--- src/core/timer_pkg.sv ---
package timer_pkg;

	// Special function register addresses
	localparam logic [7:0] ADDR_CONTROL_STATUS = 8'h88;
	localparam logic [7:0] ADDR_MODE_SELECT    = 8'h89;
	localparam logic [7:0] ADDR_T0_LOW         = 8'h8a;
	localparam logic [7:0] ADDR_T1_LOW         = 8'h8b;
	localparam logic [7:0] ADDR_T0_HIGH        = 8'h8c;
	localparam logic [7:0] ADDR_T1_HIGH        = 8'h8d;
	localparam logic [7:0] ADDR_CLOCK_CONTROL  = 8'h8e;

	// Values after reset
	localparam logic [7:0] RESET_BYTE = 8'h00;

	// Control/status bit positions
	localparam int CS_T1_FLAG  = 7;
	localparam int CS_T1_RUN   = 6;
	localparam int CS_T0_FLAG  = 5;
	localparam int CS_T0_RUN   = 4;
	localparam int CS_X1_FLAG  = 3;
	localparam int CS_X1_EDGE  = 2;
	localparam int CS_X0_FLAG  = 1;
	localparam int CS_X0_EDGE  = 0;

	// Mode register bit positions
	localparam int MS_T1_GATE  = 7;
	localparam int MS_T1_CNT   = 6;
	localparam int MS_T1_MODE  = 4;
	localparam int MS_T0_GATE  = 3;
	localparam int MS_T0_CNT   = 2;
	localparam int MS_T0_MODE  = 0;

	// Clock control bit positions and writable bits
	localparam int         CC_T1_SYS    = 4;
	localparam int         CC_T0_SYS    = 3;
	localparam int         CC_PRESCALE  = 0;
	localparam logic [7:0] CC_WRITE_MASK = 8'h1b;

	// Prescale divisors
	localparam logic [5:0] DIV_SYS12 = 6'h0c;
	localparam logic [5:0] DIV_SYS4  = 6'h04;
	localparam logic [5:0] DIV_SYS48 = 6'h30;
	localparam logic [5:0] DIV_EXT8  = 6'h08;

	// Sampled pin indices
	localparam int PIN_T0     = 0;
	localparam int PIN_T1     = 1;
	localparam int PIN_EXT_IRQ0_PIN_N   = 2;
	localparam int PIN_EXT_IRQ1_PIN_N   = 3;
	localparam int PIN_EXTCLK = 4;
	localparam int PIN_COUNT  = 5;

	typedef enum logic [1:0] {
		MODE_13BIT   = 2'b00,
		MODE_16BIT   = 2'b01,
		MODE_RELOAD8 = 2'b10,
		MODE_SPLIT   = 2'b11
	} timer_mode_e;

	typedef enum logic [1:0] {
		PRE_SYS12 = 2'b00,
		PRE_SYS4  = 2'b01,
		PRE_SYS48 = 2'b10,
		PRE_EXT8  = 2'b11
	} prescale_e;

	typedef struct packed {
		logic       wrEn;
		logic [7:0] addr;
		logic [7:0] wrData;
	} sfr_req_s;

	typedef struct packed {
		logic timer0;
		logic timer1;
		logic ext0;
		logic ext1;
	} vector_ack_s;

	typedef struct packed {
		logic       ovf;
		logic [7:0] hi;
		logic [7:0] lo;
	} timer_step_s;

endpackage : timer_pkg

--- src/core/dual_timer.sv ---
`timescale 1ns/10ps
module dual_timer
	import timer_pkg::*;
(
	input  wire logic        clk_sys,
	input  wire logic        rst_n,
	input  wire sfr_req_s    sfrReq,
	output logic      [7:0]  sfrRdData,
	input  wire vector_ack_s vectorAck,
	input  wire logic        timer0_count_pin,
	input  wire logic        timer1_count_pin,
	input  wire logic        ext_irq0_pin_n,
	input  wire logic        ext_irq1_pin_n,
	input  wire logic        extOscClk,
	output logic             timer0_overflow_flag,
	output logic             timer1_overflow_flag,
	output logic             ext_irq0_flag,
	output logic             ext_irq1_flag,
	output logic             timer1OverflowPulse
);

	typedef struct packed {
		logic [7:0] timer0_low_byte;
		logic [7:0] timer0_high_byte;
		logic [7:0] timer1_low_byte;
		logic [7:0] timer1_high_byte;
		logic [7:0] controlStatus;
		logic [7:0] modeSelect;
		logic [7:0] clockControl;
		logic [7:0] rdData;
		logic       t1Pulse;
	} timer_state_s;

	timer_state_s         q;
	timer_state_s         d;
	logic [PIN_COUNT-1:0] pinLevel;
	logic [PIN_COUNT-1:0] pinFall;
	logic                 presTick;
	timer_mode_e          timer0_mode_field;
	timer_mode_e          timer1_mode_field;
	logic                 split;
	logic                 clk0Tick;
	logic                 clk1Tick;
	logic                 t0Tick;
	logic                 t1Tick;
	logic                 t0Run;
	logic                 t1Run;
	logic                 hiSplitEn;
	logic [8:0]           hiSplitSum;
	timer_step_s          step0;
	timer_step_s          step1;
	logic                 t1FlagSet;
	logic                 wrCs;
	logic [7:0]           csBase;

	// One count step for modes 0 to 3 of either timer
	function automatic timer_step_s stepTimer(input timer_mode_e mode, input logic [7:0] lo,
	                                          input logic [7:0] hi, input logic en);
		timer_step_s r;
		logic [13:0] c13;
		logic [16:0] c16;
		logic [8:0]  c8;
		r   = '{ovf: 1'b0, hi: hi, lo: lo};
		c13 = {1'b0, hi, lo[4:0]} + 14'h0001;
		c16 = {1'b0, hi, lo} + 17'h00001;
		c8  = {1'b0, lo} + 9'h001;
		if (en) begin
			case (mode)
				MODE_13BIT: begin
					r.hi  = c13[12:5]; // Upper low-byte bits are left as stored
					r.lo  = {lo[7:5], c13[4:0]};
					r.ovf = c13[13]; // 0x1fff to 0x0000
				end
				MODE_16BIT: begin
					r.hi  = c16[15:8];
					r.lo  = c16[7:0];
					r.ovf = c16[16];
				end
				MODE_RELOAD8: begin
					r.lo  = c8[8] ? hi : c8[7:0]; // High byte stays the reload value
					r.ovf = c8[8];
				end
				MODE_SPLIT: begin
					r.lo  = c8[7:0];
					r.ovf = c8[8];
				end
				default: r = '{ovf: 1'b0, hi: hi, lo: lo};
			endcase
		end
		return r;
	endfunction : stepTimer

	pin_sampler u_pins (
		.clk_sys  (clk_sys),
		.rst_n    (rst_n),
		.pinsRaw  ({extOscClk, ext_irq1_pin_n, ext_irq0_pin_n, timer1_count_pin, timer0_count_pin}),
		.pinLevel (pinLevel),
		.pinFall  (pinFall)
	);

	prescaler u_prescale (
		.clk_sys       (clk_sys),
		.rst_n         (rst_n),
		.prescaleField (q.clockControl[CC_PRESCALE +: 2]),
		.extClkFall    (pinFall[PIN_EXTCLK]),
		.presTick      (presTick)
	);

	// Field decode of the mode register
	assign timer0_mode_field = timer_mode_e'(q.modeSelect[MS_T0_MODE +: 2]);
	assign timer1_mode_field = timer_mode_e'(q.modeSelect[MS_T1_MODE +: 2]);
	assign split             = (timer0_mode_field == MODE_SPLIT);

	// Clock source selection; clock-select matters in timer function, for the split high byte and for Timer 1 while split
	assign clk0Tick = q.clockControl[CC_T0_SYS] | presTick;
	assign clk1Tick = q.clockControl[CC_T1_SYS] | presTick;
	assign t0Tick   = q.modeSelect[MS_T0_CNT] ? pinFall[PIN_T0] : clk0Tick;
	assign t1Tick   = (q.modeSelect[MS_T1_CNT] & ~split) ? pinFall[PIN_T1] : clk1Tick;

	// Run qualification by run bit and gate pin
	assign t0Run = q.controlStatus[CS_T0_RUN] & (~q.modeSelect[MS_T0_GATE] | pinLevel[PIN_EXT_IRQ0_PIN_N]);
	// While split, the run bit belongs to the high byte, so the mode field and gate alone start Timer 1
	assign t1Run = (timer1_mode_field != MODE_SPLIT)
	             & (split | q.controlStatus[CS_T1_RUN])
	             & (~q.modeSelect[MS_T1_GATE] | pinLevel[PIN_EXT_IRQ1_PIN_N]);

	assign step0 = stepTimer(timer0_mode_field, q.timer0_low_byte, q.timer0_high_byte, t0Run & t0Tick);
	assign step1 = stepTimer(timer1_mode_field, q.timer1_low_byte, q.timer1_high_byte, t1Run & t1Tick);

	// Split high byte: clock ticks only, enabled by Timer 1 run
	assign hiSplitEn  = split & q.controlStatus[CS_T1_RUN] & clk0Tick;
	assign hiSplitSum = {1'b0, q.timer0_high_byte} + 9'h001;
	assign t1FlagSet  = split ? (hiSplitEn & hiSplitSum[8]) : step1.ovf;

	assign wrCs   = sfrReq.wrEn & (sfrReq.addr == ADDR_CONTROL_STATUS);
	assign csBase = wrCs ? sfrReq.wrData : q.controlStatus;

	// Next state: counting first, then software writes of count bytes win
	always_comb begin
		d                  = q;
		d.timer0_low_byte  = step0.lo;
		d.timer0_high_byte = split ? (hiSplitEn ? hiSplitSum[7:0] : q.timer0_high_byte) : step0.hi;
		d.timer1_low_byte  = step1.lo;
		d.timer1_high_byte = step1.hi;
		d.t1Pulse          = step1.ovf; // Baud and conversion users see it even when split

		// Run and type bits follow software; run does not touch the count
		d.controlStatus = csBase;
		// Hardware set beats software or vector clear
		d.controlStatus[CS_T0_FLAG] = step0.ovf | (csBase[CS_T0_FLAG] & ~vectorAck.timer0);
		d.controlStatus[CS_T1_FLAG] = t1FlagSet | (csBase[CS_T1_FLAG] & ~vectorAck.timer1);
		// Edge mode latches falls; level mode mirrors the inverted pin
		if (q.controlStatus[CS_X0_EDGE]) begin
			d.controlStatus[CS_X0_FLAG] = pinFall[PIN_EXT_IRQ0_PIN_N] | (csBase[CS_X0_FLAG] & ~vectorAck.ext0);
		end else begin
			d.controlStatus[CS_X0_FLAG] = ~pinLevel[PIN_EXT_IRQ0_PIN_N];
		end
		if (q.controlStatus[CS_X1_EDGE]) begin
			d.controlStatus[CS_X1_FLAG] = pinFall[PIN_EXT_IRQ1_PIN_N] | (csBase[CS_X1_FLAG] & ~vectorAck.ext1);
		end else begin
			d.controlStatus[CS_X1_FLAG] = ~pinLevel[PIN_EXT_IRQ1_PIN_N];
		end

		if (sfrReq.wrEn) begin
			case (sfrReq.addr)
				ADDR_MODE_SELECT:   d.modeSelect       = sfrReq.wrData;
				ADDR_CLOCK_CONTROL: d.clockControl     = sfrReq.wrData & CC_WRITE_MASK;
				ADDR_T0_LOW:        d.timer0_low_byte  = sfrReq.wrData;
				ADDR_T0_HIGH:       d.timer0_high_byte = sfrReq.wrData;
				ADDR_T1_LOW:        d.timer1_low_byte  = sfrReq.wrData;
				ADDR_T1_HIGH:       d.timer1_high_byte = sfrReq.wrData;
				default:            d.modeSelect       = q.modeSelect;
			endcase
		end

		// Registered read; unmapped addresses return zero
		case (sfrReq.addr)
			ADDR_CONTROL_STATUS: d.rdData = q.controlStatus;
			ADDR_MODE_SELECT:    d.rdData = q.modeSelect;
			ADDR_CLOCK_CONTROL:  d.rdData = q.clockControl & CC_WRITE_MASK;
			ADDR_T0_LOW:         d.rdData = q.timer0_low_byte;
			ADDR_T0_HIGH:        d.rdData = q.timer0_high_byte;
			ADDR_T1_LOW:         d.rdData = q.timer1_low_byte;
			ADDR_T1_HIGH:        d.rdData = q.timer1_high_byte;
			default:             d.rdData = RESET_BYTE;
		endcase
	end

	always_ff @(posedge clk_sys or negedge rst_n) begin
		if (!rst_n) begin
			q <= '{timer0_low_byte: RESET_BYTE, timer0_high_byte: RESET_BYTE,
			       timer1_low_byte: RESET_BYTE, timer1_high_byte: RESET_BYTE,
			       controlStatus: RESET_BYTE, modeSelect: RESET_BYTE,
			       clockControl: RESET_BYTE, rdData: RESET_BYTE, t1Pulse: 1'b0};
		end else begin
			q <= d;
		end
	end

	// Outputs straight from state flops
	assign sfrRdData            = q.rdData;
	assign timer0_overflow_flag = q.controlStatus[CS_T0_FLAG];
	assign timer1_overflow_flag = q.controlStatus[CS_T1_FLAG];
	assign ext_irq0_flag        = q.controlStatus[CS_X0_FLAG];
	assign ext_irq1_flag        = q.controlStatus[CS_X1_FLAG];
	assign timer1OverflowPulse  = q.t1Pulse;

endmodule : dual_timer

--- src/core/pin_sampler.sv ---
`timescale 1ns/10ps
module pin_sampler
	import timer_pkg::*;
(
	input  wire logic                 clk_sys,
	input  wire logic                 rst_n,
	input  wire logic [PIN_COUNT-1:0] pinsRaw,
	output logic      [PIN_COUNT-1:0] pinLevel,
	output logic      [PIN_COUNT-1:0] pinFall
);

	typedef struct packed {
		logic [PIN_COUNT-1:0] meta;
		logic [PIN_COUNT-1:0] sync;
		logic [PIN_COUNT-1:0] prev;
		logic [PIN_COUNT-1:0] fall;
	} sampler_s;

	sampler_s q;
	sampler_s d;

	// Two sync flops per pin; the edge compare takes the second stage and one more delay flop
	always_comb begin
		d      = q;
		d.meta = pinsRaw;
		d.sync = q.meta;
		d.prev = q.sync;
		d.fall = q.prev & ~q.sync; // One pulse per falling edge
	end

	// Idle high so no false edge shows after reset
	always_ff @(posedge clk_sys or negedge rst_n) begin
		if (!rst_n) begin
			q <= '{meta: '1, sync: '1, prev: '1, fall: '0};
		end else begin
			q <= d;
		end
	end

	assign pinLevel = q.sync;
	assign pinFall  = q.fall;

endmodule : pin_sampler

--- src/core/prescaler.sv ---
`timescale 1ns/10ps
module prescaler
	import timer_pkg::*;
(
	input  wire logic       clk_sys,
	input  wire logic       rst_n,
	input  wire logic [1:0] prescaleField,
	input  wire logic       extClkFall,
	output logic            presTick
);

	typedef struct packed {
		logic [5:0] count;
		logic       tick;
	} prescale_s;

	prescale_s  q;
	prescale_s  d;
	logic [5:0] limit;
	logic       advance;

	// Divisor and counting event per prescale code
	always_comb begin
		limit   = DIV_SYS12;
		advance = 1'b1;
		case (prescale_e'(prescaleField))
			PRE_SYS12: limit = DIV_SYS12;
			PRE_SYS4:  limit = DIV_SYS4;
			PRE_SYS48: limit = DIV_SYS48;
			PRE_EXT8: begin
				limit   = DIV_EXT8;
				advance = extClkFall; // Synchronised external edges
			end
			default:   limit = DIV_SYS12;
		endcase
	end

	// A field change mid-period just finishes against the new limit
	always_comb begin
		d      = q;
		d.tick = 1'b0;
		if (advance) begin
			if (q.count >= limit - 6'h01) begin
				d.count = 6'h00;
				d.tick  = 1'b1;
			end else begin
				d.count = q.count + 6'h01;
			end
		end
	end

	always_ff @(posedge clk_sys or negedge rst_n) begin
		if (!rst_n) begin
			q <= '0;
		end else begin
			q <= d;
		end
	end

	assign presTick = q.tick;

endmodule : prescaler

--- config.mk ---
export PLATFORM = sky130hd
export DESIGN_NAME = dual_timer
export DESIGN_NICKNAME = d
export VERILOG_FILES = /design/src/core/timer_pkg.sv /design/src/core/dual_timer.sv /design/src/core/pin_sampler.sv /design/src/core/prescaler.sv
export SDC_FILE = /design/constraint.sdc
export NUM_CORES = 1
export LEC_CHECK = 0
export ABC_CLOCK_PERIOD_IN_PS = 1900
export BUFFER_PORTS_ARGS = -buffer_cell sky130_fd_sc_hd__buf_4
export CORE_MARGIN = 2
export CORE_UTILIZATION = 45
export CTS_CLUSTER_DIAMETER = 150
export DETAILED_ROUTE_END_ITERATION = 7
export PLACE_DENSITY = 0.65
export SYNTH_ARGS = -nofsm -noshare
export SYNTH_HDL_FRONTEND = slang
export SYNTH_HIERARCHICAL = 1
export SYNTH_SLANG_ARGS = --single-unit
--- constraint.sdc ---
create_clock -name clk_sys -period 1.9 [get_ports clk_sys]
set_input_delay 0.285 -clock clk_sys [delete_from_list [all_inputs] [get_ports clk_sys]]
set_output_delay 0.285 -clock clk_sys [all_outputs]
set_load 0.05 [all_outputs]
==> results by group, run 1 <==
Outcome
  • Outcome: complete, no violations

CTS
  • Clock tree buffer depth: 2
  • Clock slew at reported path FFs: 0.07 ns
  • CTS Buf Count: 9
  • Worst-skew pair later-pin latency: 0.34 ns
  • CTS H-tree depth: 3
  • CTS Sinks: 88
  • Root Driver: clkbuf_16
  • CTS tree: yes

Yosys
  • Synth Instances: 531
  • Area of the mapped netlist: 5100 um^2
  • Mapped Nets: 567
  • Yosys warnings: 6
  • Synthesized area per cell: 9.604 um^2

Timing
  • Setup ws final: 0.01247 ns
  • Post-layout min period: 1.888 ns
  • Final Hold Fails: 0
  • Max-slew violation count: 0
  • Final worst path period share: 0.9934
  • RSZ-0062 raised after global routing: true
  • Final-report setup violation count: 0
  • TNS Setup: 0 ns
  • Clk_skew: 0.008416 ns
  • Max Fclk: 529.8 MHz

Finish
  • Multi-input gate area: 2746 um^2
  • Filler cell count: 981
  • Fin util: 0.5911
  • # nets final: 666
  • FF+latch area: 2225 um^2
  • Diodes inserted: 0
  • Synthesis-to-layout area growth: 26.74%
  • Share of cells above drive strength 1: 0.3433

Critical path
  • R2R depth: 8
  • CP endpoint kind: flop
  • Setup crit start: q[41]
  • CP Class: reg2reg
  • Startpoint types: flop
  • Worst path max stage delay: 0.40 ns
  • CP required: 2.13 ns
  • R2r endpoint: q[48]
  • CP Cell Sequence: ha_1, nand4_1, buf_4, nor3_2, a211o_1, a22o_1, a221oi_1, nor2_1
  • CP endpoint: q[48]
  • CP max FO: 4
  • Setup slack, reg-to-reg: 0.01 ns
  • R2r startpoint: q[41]
  • Crit path DAT: 2.12 ns
  • Slowest-stage cell, CP: dfrtp_1

Detailed routing
  • Drt pass-1 iters: 6
  • Initial DRC Count: 329
  • Vias/cell: 5.877
  • Antenna Nets Post-Route: 0
  • Drc violations: 0
  • Final wirelength: 14,560 um
  • DR WL/cell: 18.79 um
  • Vias: 4,555

Pwr
  • Worst vdd rail ir drop: 0.0005959 V
  • Clk pwr share: 0.254
  • Psw: 2.432 mW
  • Reg power frac: 0.390
  • Sw Share: 0.3649
  • Leakage: 2.791 nW
  • Pwr Total: 6.663 mW
  • Logic pwr share: 0.356
  • Int Power: 4.232 mW
  • Power density over the cells: 1031 nW/um^2

Global route
  • Total Routing Usage GR: 0.2401
  • Pin count of the biggest net entering global routing: 36
  • Initial antenna violation count: 0
  • Vias in the first global route: 4,554
  • Total gr overflow: 0
  • Global-route wire length before repair: 23,390 um

Die
  • I/O pins: 41
  • Starting density of the core: 0.4664
  • Die W: 110.5 um
  • Die Area: 12,200 um^2
  • Core ar.: 10,940 um^2
  • Row count: 38
  • Die Ht: 110.5 um

Hold path
  • HP Class: in2reg

Place
  • Input/output buffers: 40
  • Post-DP HPWL: 10,740 um
  • Gpl congestion: 0.9124
  • Place WS: -0.2135 ns

Run
  • MaxCap Viol Count: 0
==> final cells by class <==
cell class,count,area share
Multi-Input combinational cell,390,0.4249
Sequential cell,88,0.3442
Timing Repair Buffer,125,0.1506
Clock buffer,11,0.03755
Tap cell,140,0.02710
Inverter,16,0.009292
Clock inverter,5,0.006388
==> critical path: cells and delay by family, from the launching register on <==
family,cells,cell delay (ns)
fa+ha+maj,1,0.21
compound gates,3,0.74
buf+inv,1,0.16
flops,1,0.40
simple gates,3,0.27
==> sequential cells by signal, summed over array words and instances (netlist names) <==
signal	count
u_pins/pinFall	5
u_pins/pinLevel	5
u_pins/q	5
timer1OverflowPulse	1
q	48
timer0_overflow_flag	1
u_prescale/presTick	1
u_pins/d	5
u_prescale/q	6
timer1_overflow_flag	1
sfrRdData	8
ext_irq0_flag	1
ext_irq1_flag	1
==> placed cells by master, fill, tap and decap left out, drive strengths merged, types with 8 or more instances in the layout <==
cell,count
nand3,25
a211oi,8
ha,8
dfstp,15
mux2i,13
clkbuf,11
buf,124
xnor2,11
nor2,36
o21ai,36
dfrtp,73
nor3,17
mux2,18
and3,10
a21oi,23
nand2,66
inv,17
==> stage by stage <==
stage	hold slack (ns)	instance area, um^2	cells
global placement	0.2204	6011	752
detailed placement	0.2271	6011	752
floorplan	-0.01059	5135	531
CTS	0.03549	6329	769
global route	0.03402	6464	775
finish	0.04636	6464	775
==> how the worst min path moves through the flow <==
| stage | end | startpoint | cells past startpoint |
|---|---|---|---|
| final | u_pins/d[12] | ext_irq0_pin_n | 1 |
| after global routing | u_pins/d[14] | extOscClk | 1 |
| after CTS | u_pins/d[12] | ext_irq0_pin_n | 1 |
| after detailed placement | u_pins/pinFall[1] | rst_n | 1 |
| after global placement | u_pins/pinFall[1] | rst_n | 1 |
| after floorplan | ext_irq0_flag | rst_n | 0 |
==> power by group through the flow <==
stage	Combinational, mW	Sequential [mW]	Clock (mW)
3_5_place_dp	2.20	2.60	0
2_1_floorplan	1.27	2.55	0
4_1_cts	2.23	2.58	1.72
3_3_place_gp	2.14	2.58	0
6_report	2.37	2.60	1.69
5_1_grt	2.58	2.64	1.82
==> routing by layer <==
| metal | up-vias | GRT usage | routed length, um |
|---|---|---|---|
| li1 | 2118 | - | - |
| met2 | 158 | 0.3840 | 6991 |
| met5 | - | 0 | 0 |
| met4 | 0 | 0.1025 | 419 |
| met1 | 2246 | 0.3189 | 6267 |
| met3 | 33 | 0.04665 | 883 |
==> timing repair <==
item                       CTS  global route
cloned                       0             1
buffers inserted             0             5
hold buffers                 1             0
setup endpoints to repair   10            24
gates resized for setup      6            25
pin swaps                    1            11
hold endpoints to repair    15             0
Power figures use the tool's default switching activity.
==> inputs of run 2 (changes only) <==
- CORE_MARGIN: 2 -> default
==> results by group, run 2 (synthesis gave the netlist of run 1 again) <==
Place
  • Post-place instance area: 5996 um^2 (-0.25%)
  • Place WS: -0.2099 ns (+0.003556 ns)
  • Post-DP HPWL: 10,640 um (-0.92%)
  • Gpl congestion: 0.9295 (+1.9%)
  • Input/output buffers: 40 (unchanged)

Finish
  • Synthesis-to-layout area growth: 27.38%
  • Cell area after layout: 6496 um^2 (+0.50%)
  • Largest register FFs: 48 (unchanged)
  • Diodes inserted: 0 (unchanged)
  • Largest reg by FF count: q
  • Share of cells above drive strength 1: 0.3532 (+0.009911)
  • Most frequent cells in the layout: 124 x buf_4, 70 x dfrtp_1, 63 x nand2_1, 35 x nor2_1, 28 x o21ai_0
  • # nets final: 668 (+0.30%)
  • Most common cell after layout, fill and taps aside: buf_4

Timing
  • Final Hold Fails: 0 (unchanged)
  • Clk_skew: 0.008822 ns (+0.0004060 ns)
  • Post-layout min period: 1.869 ns (-0.01834 ns)
  • Max-slew violation count: 0 (unchanged)
  • Final-report setup violation count: 0 (unchanged)
  • TNS Setup: 0 ns (unchanged)
  • Max Fclk: 535.0 MHz (+0.98%)
  • RSZ-0062 raised after global routing: true
  • Final worst path period share: 0.9838 (-0.009655)
  • Setup ws final: 0.03081 ns (+0.01834 ns)

Global route
  • Initial antenna violation count: 0 (unchanged)
  • Total Routing Usage GR: 0.2629 (+0.02278)
  • Vias in the first global route: 4,458 (-2.1%)
  • Total gr overflow: 0 (unchanged)
  • Pin count of the biggest net entering global routing: 39 (+8.3%)
  • Global-route wire length before repair: 23,140 um (-1.1%)

Outcome
  • Outcome: complete, no violations

CTS
  • Clock tree buffer depth: 2 (unchanged)
  • CTS tree: yes
  • Clock slew at reported path FFs: 0.06 ns (about the same)
  • CTS Buf Count: 9 (unchanged)
  • Worst-skew pair later-pin latency: 0.34 ns (about the same)
  • Root Driver: clkbuf_16
  • CTS H-tree depth: 3 (unchanged)
  • CTS Sinks: 88 (unchanged)

Critical path
  • Slowest-stage cell, CP: dfrtp_2
  • CP Cell Sequence: or3_1, o2111a_1, o211ai_1, a21boi_1, xnor2_1, a21oi_1
  • CP max FO: 4 (unchanged)
  • CP Class: reg2reg
  • Crit path DAT: 2.09 ns (-0.03 ns)
  • Startpoint types: flop
  • CP required: 2.12 ns (about the same)
  • Worst path max stage delay: 0.45 ns (+0.05 ns)
  • CP endpoint kind: flop

Pwr
  • Worst vdd rail ir drop: 0.0006234 V (+4.6%)
  • Power density over the cells: 1038 nW/um^2 (+0.66%)
  • Pwr Total: 6.741 mW (+1.2%)
  • Leakage: 2.825 nW (+1.2%)

Die
  • Row count: 38 (unchanged)
  • Die Area: 11,760 um^2 (-3.6%)
  • Core ar.: 10,940 um^2 (unchanged)
  • Starting density of the core: 0.4664 (unchanged)
  • Die W: 108.5 um (-1.8%)
  • I/O pins: 41 (unchanged)
  • Die Ht: 108.5 um (-1.8%)

Run
  • MaxCap Viol Count: 0 (unchanged)

Detailed routing
  • Final wirelength: 14,710 um (+1.0%)
  • DR WL/cell: 18.94 um (+0.78%)
  • Antenna Nets Post-Route: 0 (unchanged)
  • Initial DRC Count: 278 (-16%)
  • Drc violations: 0 (unchanged)
  • Drt pass-1 iters: 5 (-1)
  • Vias: 4,607 (+1.1%)
  • Vias/cell: 5.929 (+0.88%)

Hold path
  • HP Class: in2reg
[run 2: cell count changes in the layout (fill, tap and decap cells not counted), moves of 2 or more]
cell        before  now
a211oi_1         4    6
a211oi_2         4    1
buf_4          120  124
buf_6            2    0
clkinv_2         0    2
clkinvlp_4       2    0
o21ai_0         34   28
o21ai_1          2    6
o21ai_2          0    2
[run 2: final timing paths]
check                                    start            endpoint  slack (ns)  cells past startpoint
max                        u_prescale/presTick               q[51]        0.03                      6
min reg2reg                       u_pins/d[13]  u_pins/pinLevel[3]        0.36                      0
max reg2reg                u_prescale/presTick               q[51]        0.03                      6
max in group asynchronous                rst_n               q[45]        0.85                      3
min in group asynchronous                rst_n               q[59]        0.41                      2
min                                  extOscClk        u_pins/d[14]        0.05                      1
[run 2: area by class of cell]
class,instances,area (um^2)
inverter,16,60.06
timing repair buffer,127,980.9
sequential,88,2225
fill,956,4439
clock inverter,4,27.53
clock buffer,12,256.5
tap,140,175.2
multi-input combinational,390,2771
[run 2: metal layers]
metal | vias up | wire (um) | global-route usage
met5 | - | 0 | 0
li1 | 2129 | - | -
met3 | 24 | 775 | 0.04461
met1 | 2306 | 6114 | 0.3358
met2 | 148 | 7456 | 0.4430
met4 | 0 | 367 | 0.1023
[run 2: what timing repair did]
| item | CTS | global route |
|---|---|---|
| setup buffers | 2 | 7 |
| pin swaps | 2 | 18 |
| endpoints found under the setup margin | 23 | 34 |
| resized for setup | 4 | 37 |
| cloned | 0 | 1 |
| hold buffers | 1 | 0 |
| endpoints found under the hold margin | 15 | 0 |
[run 2: critical path: cells and delay by family, from the launching register on]
kind	cells	cell delay, ns
AO/OA/AOI/OAI	4	0.72
XOR/XNOR	1	0.19
flip-flops	1	0.45
AND/OR/NAND/NOR	1	0.38
[run 2: power by group]
| group | total, mW | internal [mW] | switching [mW] |
|---|---|---|---|
| Sequential | 2.57 | 2.22 | 0.354 |
| Clock | 1.69 | 0.961 | 0.730 |
| Combinational | 2.48 | 1.14 | 1.34 |
| Total | 6.74 | 4.32 | 2.42 |
[run 2: through the flow]
step / hold slack, ns / cells / util
after floorplan: -0.01059 / 531 / -
after global placement: 0.2346 / 750 / 0.5483
after detailed placement: 0.2417 / 750 / 0.5483
after CTS: 0.04069 / 769 / 0.5771
after global routing: 0.03183 / 777 / 0.5941
final: 0.04589 / 777 / 0.5941
==> inputs of run 3 (changes only) <==
- RECOVER_POWER: default -> 100
==> results by group, run 3 (synthesis gave the netlist of run 1 again) <==
Hold path
  • HP Class: in2reg
  • Hold path start: timer0_count_pin
  • WHS Path Cells: 1 (unchanged)
  • Hold EP: u_pins/d[10]

Finish
  • Largest reg by FF count: q
  • Most common cell after layout, fill and taps aside: buf_4
  • Fin util: 0.5834 (-0.01064)
  • Cell area after layout: 6380 um^2 (-1.8%)
  • # nets final: 668 (unchanged)
  • Diodes inserted: 0 (unchanged)
  • Share of cells above drive strength 1: 0.3124 (-0.04082)
  • Synthesis-to-layout area growth: 25.10%
  • Most frequent cells in the layout: 93 x buf_4, 71 x dfrtp_1, 65 x nand2_1, 35 x nor2_1, 29 x o21ai_0
  • Largest register FFs: 48 (unchanged)

Critical path
  • Startpoint types: flop
  • CP top delay family: compound AO/OA/AOI/OAI gates
  • Crit path DAT: 2.12 ns (+0.03 ns)
  • R2r endpoint: q[51]
  • Worst path max stage delay: 0.47 ns (+0.02 ns)
  • CP endpoint kind: flop
  • Slowest-stage cell, CP: dfrtp_1
  • Setup slack, reg-to-reg: 0.003 ns (-0.03 ns)
  • R2R depth: 6 (unchanged)
  • CP max FO: 4 (unchanged)
  • R2r startpoint: u_prescale/presTick
  • CP Class: reg2reg
  • Setup crit start: u_prescale/presTick
  • CP Cell Sequence: or3_1, o2111a_1, o211ai_1, a21boi_1, xnor2_1, a21oi_1
  • CP required: 2.12 ns (about the same)
  • Crit path buf inv count: 0 (unchanged)

Die
  • Core ar.: 10,940 um^2 (unchanged)
  • Die Area: 11,760 um^2 (unchanged)
  • I/O pins: 41 (unchanged)
  • Starting density of the core: 0.4664 (unchanged)
  • Die Ht: 108.5 um (unchanged)
  • Row count: 38 (unchanged)
  • Die W: 108.5 um (unchanged)

Timing
  • RSZ-0062 raised after global routing: true
  • Max-slew violation count: 0 (unchanged)
  • Setup ws final: 0.002581 ns (-0.02823 ns)
  • Tightest Pin Transition: 0.7280 ns
  • Final hold slack: 0.04750 ns (+0.001607 ns)
  • Max Fclk: 527.0 MHz (-1.5%)
  • Clk_skew: 0.008500 ns (-0.0003219 ns)
  • Post-layout min period: 1.897 ns (+0.02823 ns)
  • Final-report setup violation count: 0 (unchanged)
  • Final Hold Fails: 0 (unchanged)
  • Final worst path period share: 0.9986 (+0.01486)
  • Worst slew margin: 0.5147

CTS
  • Worst-skew pair later-pin latency: 0.34 ns (about the same)
  • CTS tree: yes
  • CTS Sinks: 88 (unchanged)
  • Root Driver: clkbuf_16
  • Clock tree buffer depth: 2 (unchanged)
  • Clock slew at reported path FFs: 0.06 ns (about the same)
  • CTS H-tree depth: 3 (unchanged)
  • CTS Buf Count: 9 (unchanged)

Pwr
  • Pwr Total: 6.706 mW (-0.52%)
  • Clk pwr share: 0.251 (about the same)
  • Power density over the cells: 1051 nW/um^2 (+1.3%)
  • Sw Share: 0.3597 (about the same)
  • Worst vdd rail ir drop: 0.0006181 V (-0.84%)
  • Leakage: 2.733 nW (-3.3%)
  • Int Power: 4.294 mW (-0.52%)
  • Reg power frac: 0.382 (about the same)
  • Logic pwr share: 0.366 (-0.002)
  • Psw: 2.412 mW (-0.52%)

Detailed routing
  • Final wirelength: 14,650 um (-0.46%)
  • Drt pass-1 iters: 6 (+1)
  • DR WL/cell: 18.85 um (-0.46%)
  • Vias: 4,606 (-0.022%)
  • Drc violations: 0 (unchanged)
  • Initial DRC Count: 293 (+5.4%)
  • Antenna Nets Post-Route: 0 (unchanged)
  • Vias/cell: 5.928 (about the same)

Global route
  • Pin count of the biggest net entering global routing: 39 (unchanged)
  • Vias in the first global route: 4,458 (unchanged)
  • Global-route wire length before repair: 23,140 um (unchanged)
  • Total Routing Usage GR: 0.2629 (unchanged)
  • Initial antenna violation count: 0 (unchanged)
  • Total gr overflow: 0 (unchanged)

Place
  • Post-place instance area: 5996 um^2 (unchanged)
  • Input/output buffers: 40 (unchanged)
  • Gpl congestion: 0.9295 (unchanged)
  • Place WS: -0.2099 ns (unchanged)
  • Post-DP HPWL: 10,640 um (unchanged)

Run
  • MaxCap Viol Count: 0 (unchanged)

Outcome
  • Outcome: complete, no violations
run 3: changes by cell type in the layout (fill, tap and decap cells not counted), moves of 2 or more:
| cell | previous run | this run |
|---|---|---|
| buf_4 | 124 | 93 |
| clkbuf_1 | 1 | 20 |
| clkbuf_2 | 0 | 5 |
| clkbuf_4 | 0 | 7 |
| dfstp_1 | 0 | 2 |
| dfstp_2 | 15 | 13 |
| nand2_1 | 63 | 65 |
| nand2_2 | 2 | 0 |
run 3: power by group through the flow:
stage | Combinational (mW) | Clock, mW | Sequential (mW)
2_1_floorplan | 1.27 | 0 | 2.55
3_3_place_gp | 2.18 | 0 | 2.55
3_5_place_dp | 2.25 | 0 | 2.57
4_1_cts | 2.27 | 1.71 | 2.54
5_1_grt | 2.68 | 1.81 | 2.60
6_report | 2.46 | 1.69 | 2.56
run 3: worst max-delay path by stage:
stage / cells after the start / end
finish: 6 / q[51]
global route: 7 / q[55]
CTS: 6 / q[45]
detailed placement: 7 / ext_irq1_flag
global placement: 7 / ext_irq0_flag
floorplan: 6 / ext_irq0_flag
run 3: worst reg2reg max path, cell delays in order, from the launching register on:
cell and delay [ns]:
dfrtp_1 0.47, or3_1 0.39, o2111a_1 0.23, o211ai_1 0.23
a21boi_1 0.17, xnor2_1 0.19, a21oi_1 0.09
run 3: per-stage QoR:
stage | setup TNS (ns) | cells
global route | -1.773 | 777
CTS | -0.1098 | 769
global placement | -2.495 | 750
floorplan | -0.6214 | 531
finish | 0 | 777
detailed placement | -3.511 | 750
run 3: repair_timing:
| item | 4_1_cts | 5_1_grt |
|---|---|---|
| setup endpoints to repair | 23 | 34 |
| hold buffers | 1 | 0 |
| gates resized for setup | 4 | 37 |
| gates cloned | 0 | 1 |
| setup buffers | 2 | 7 |
| pin swaps | 2 | 18 |
| hold endpoints to repair | 15 | 0 |
run 3: layout make-up:
| type | instances | area (um^2) |
|---|---|---|
| Multi-Input combinational cell | 390 | 2755 |
| Fill cell | 979 | 4556 |
| Inverter | 16 | 60.06 |
| Clock buffer | 12 | 256.5 |
| Clock inverter | 4 | 27.53 |
| Sequential cell | 88 | 2223 |
| Timing Repair Buffer | 127 | 882.1 |
| Tap cell | 140 | 175.2 |
run 3: layer usage:
metal,up-vias,routed length (um),track usage
met5,-,0,0
met4,0,392,0.1023
met3,31,793,0.04461
met2,165,7346,0.4430
met1,2278,6114,0.3358
li1,2132,-,-
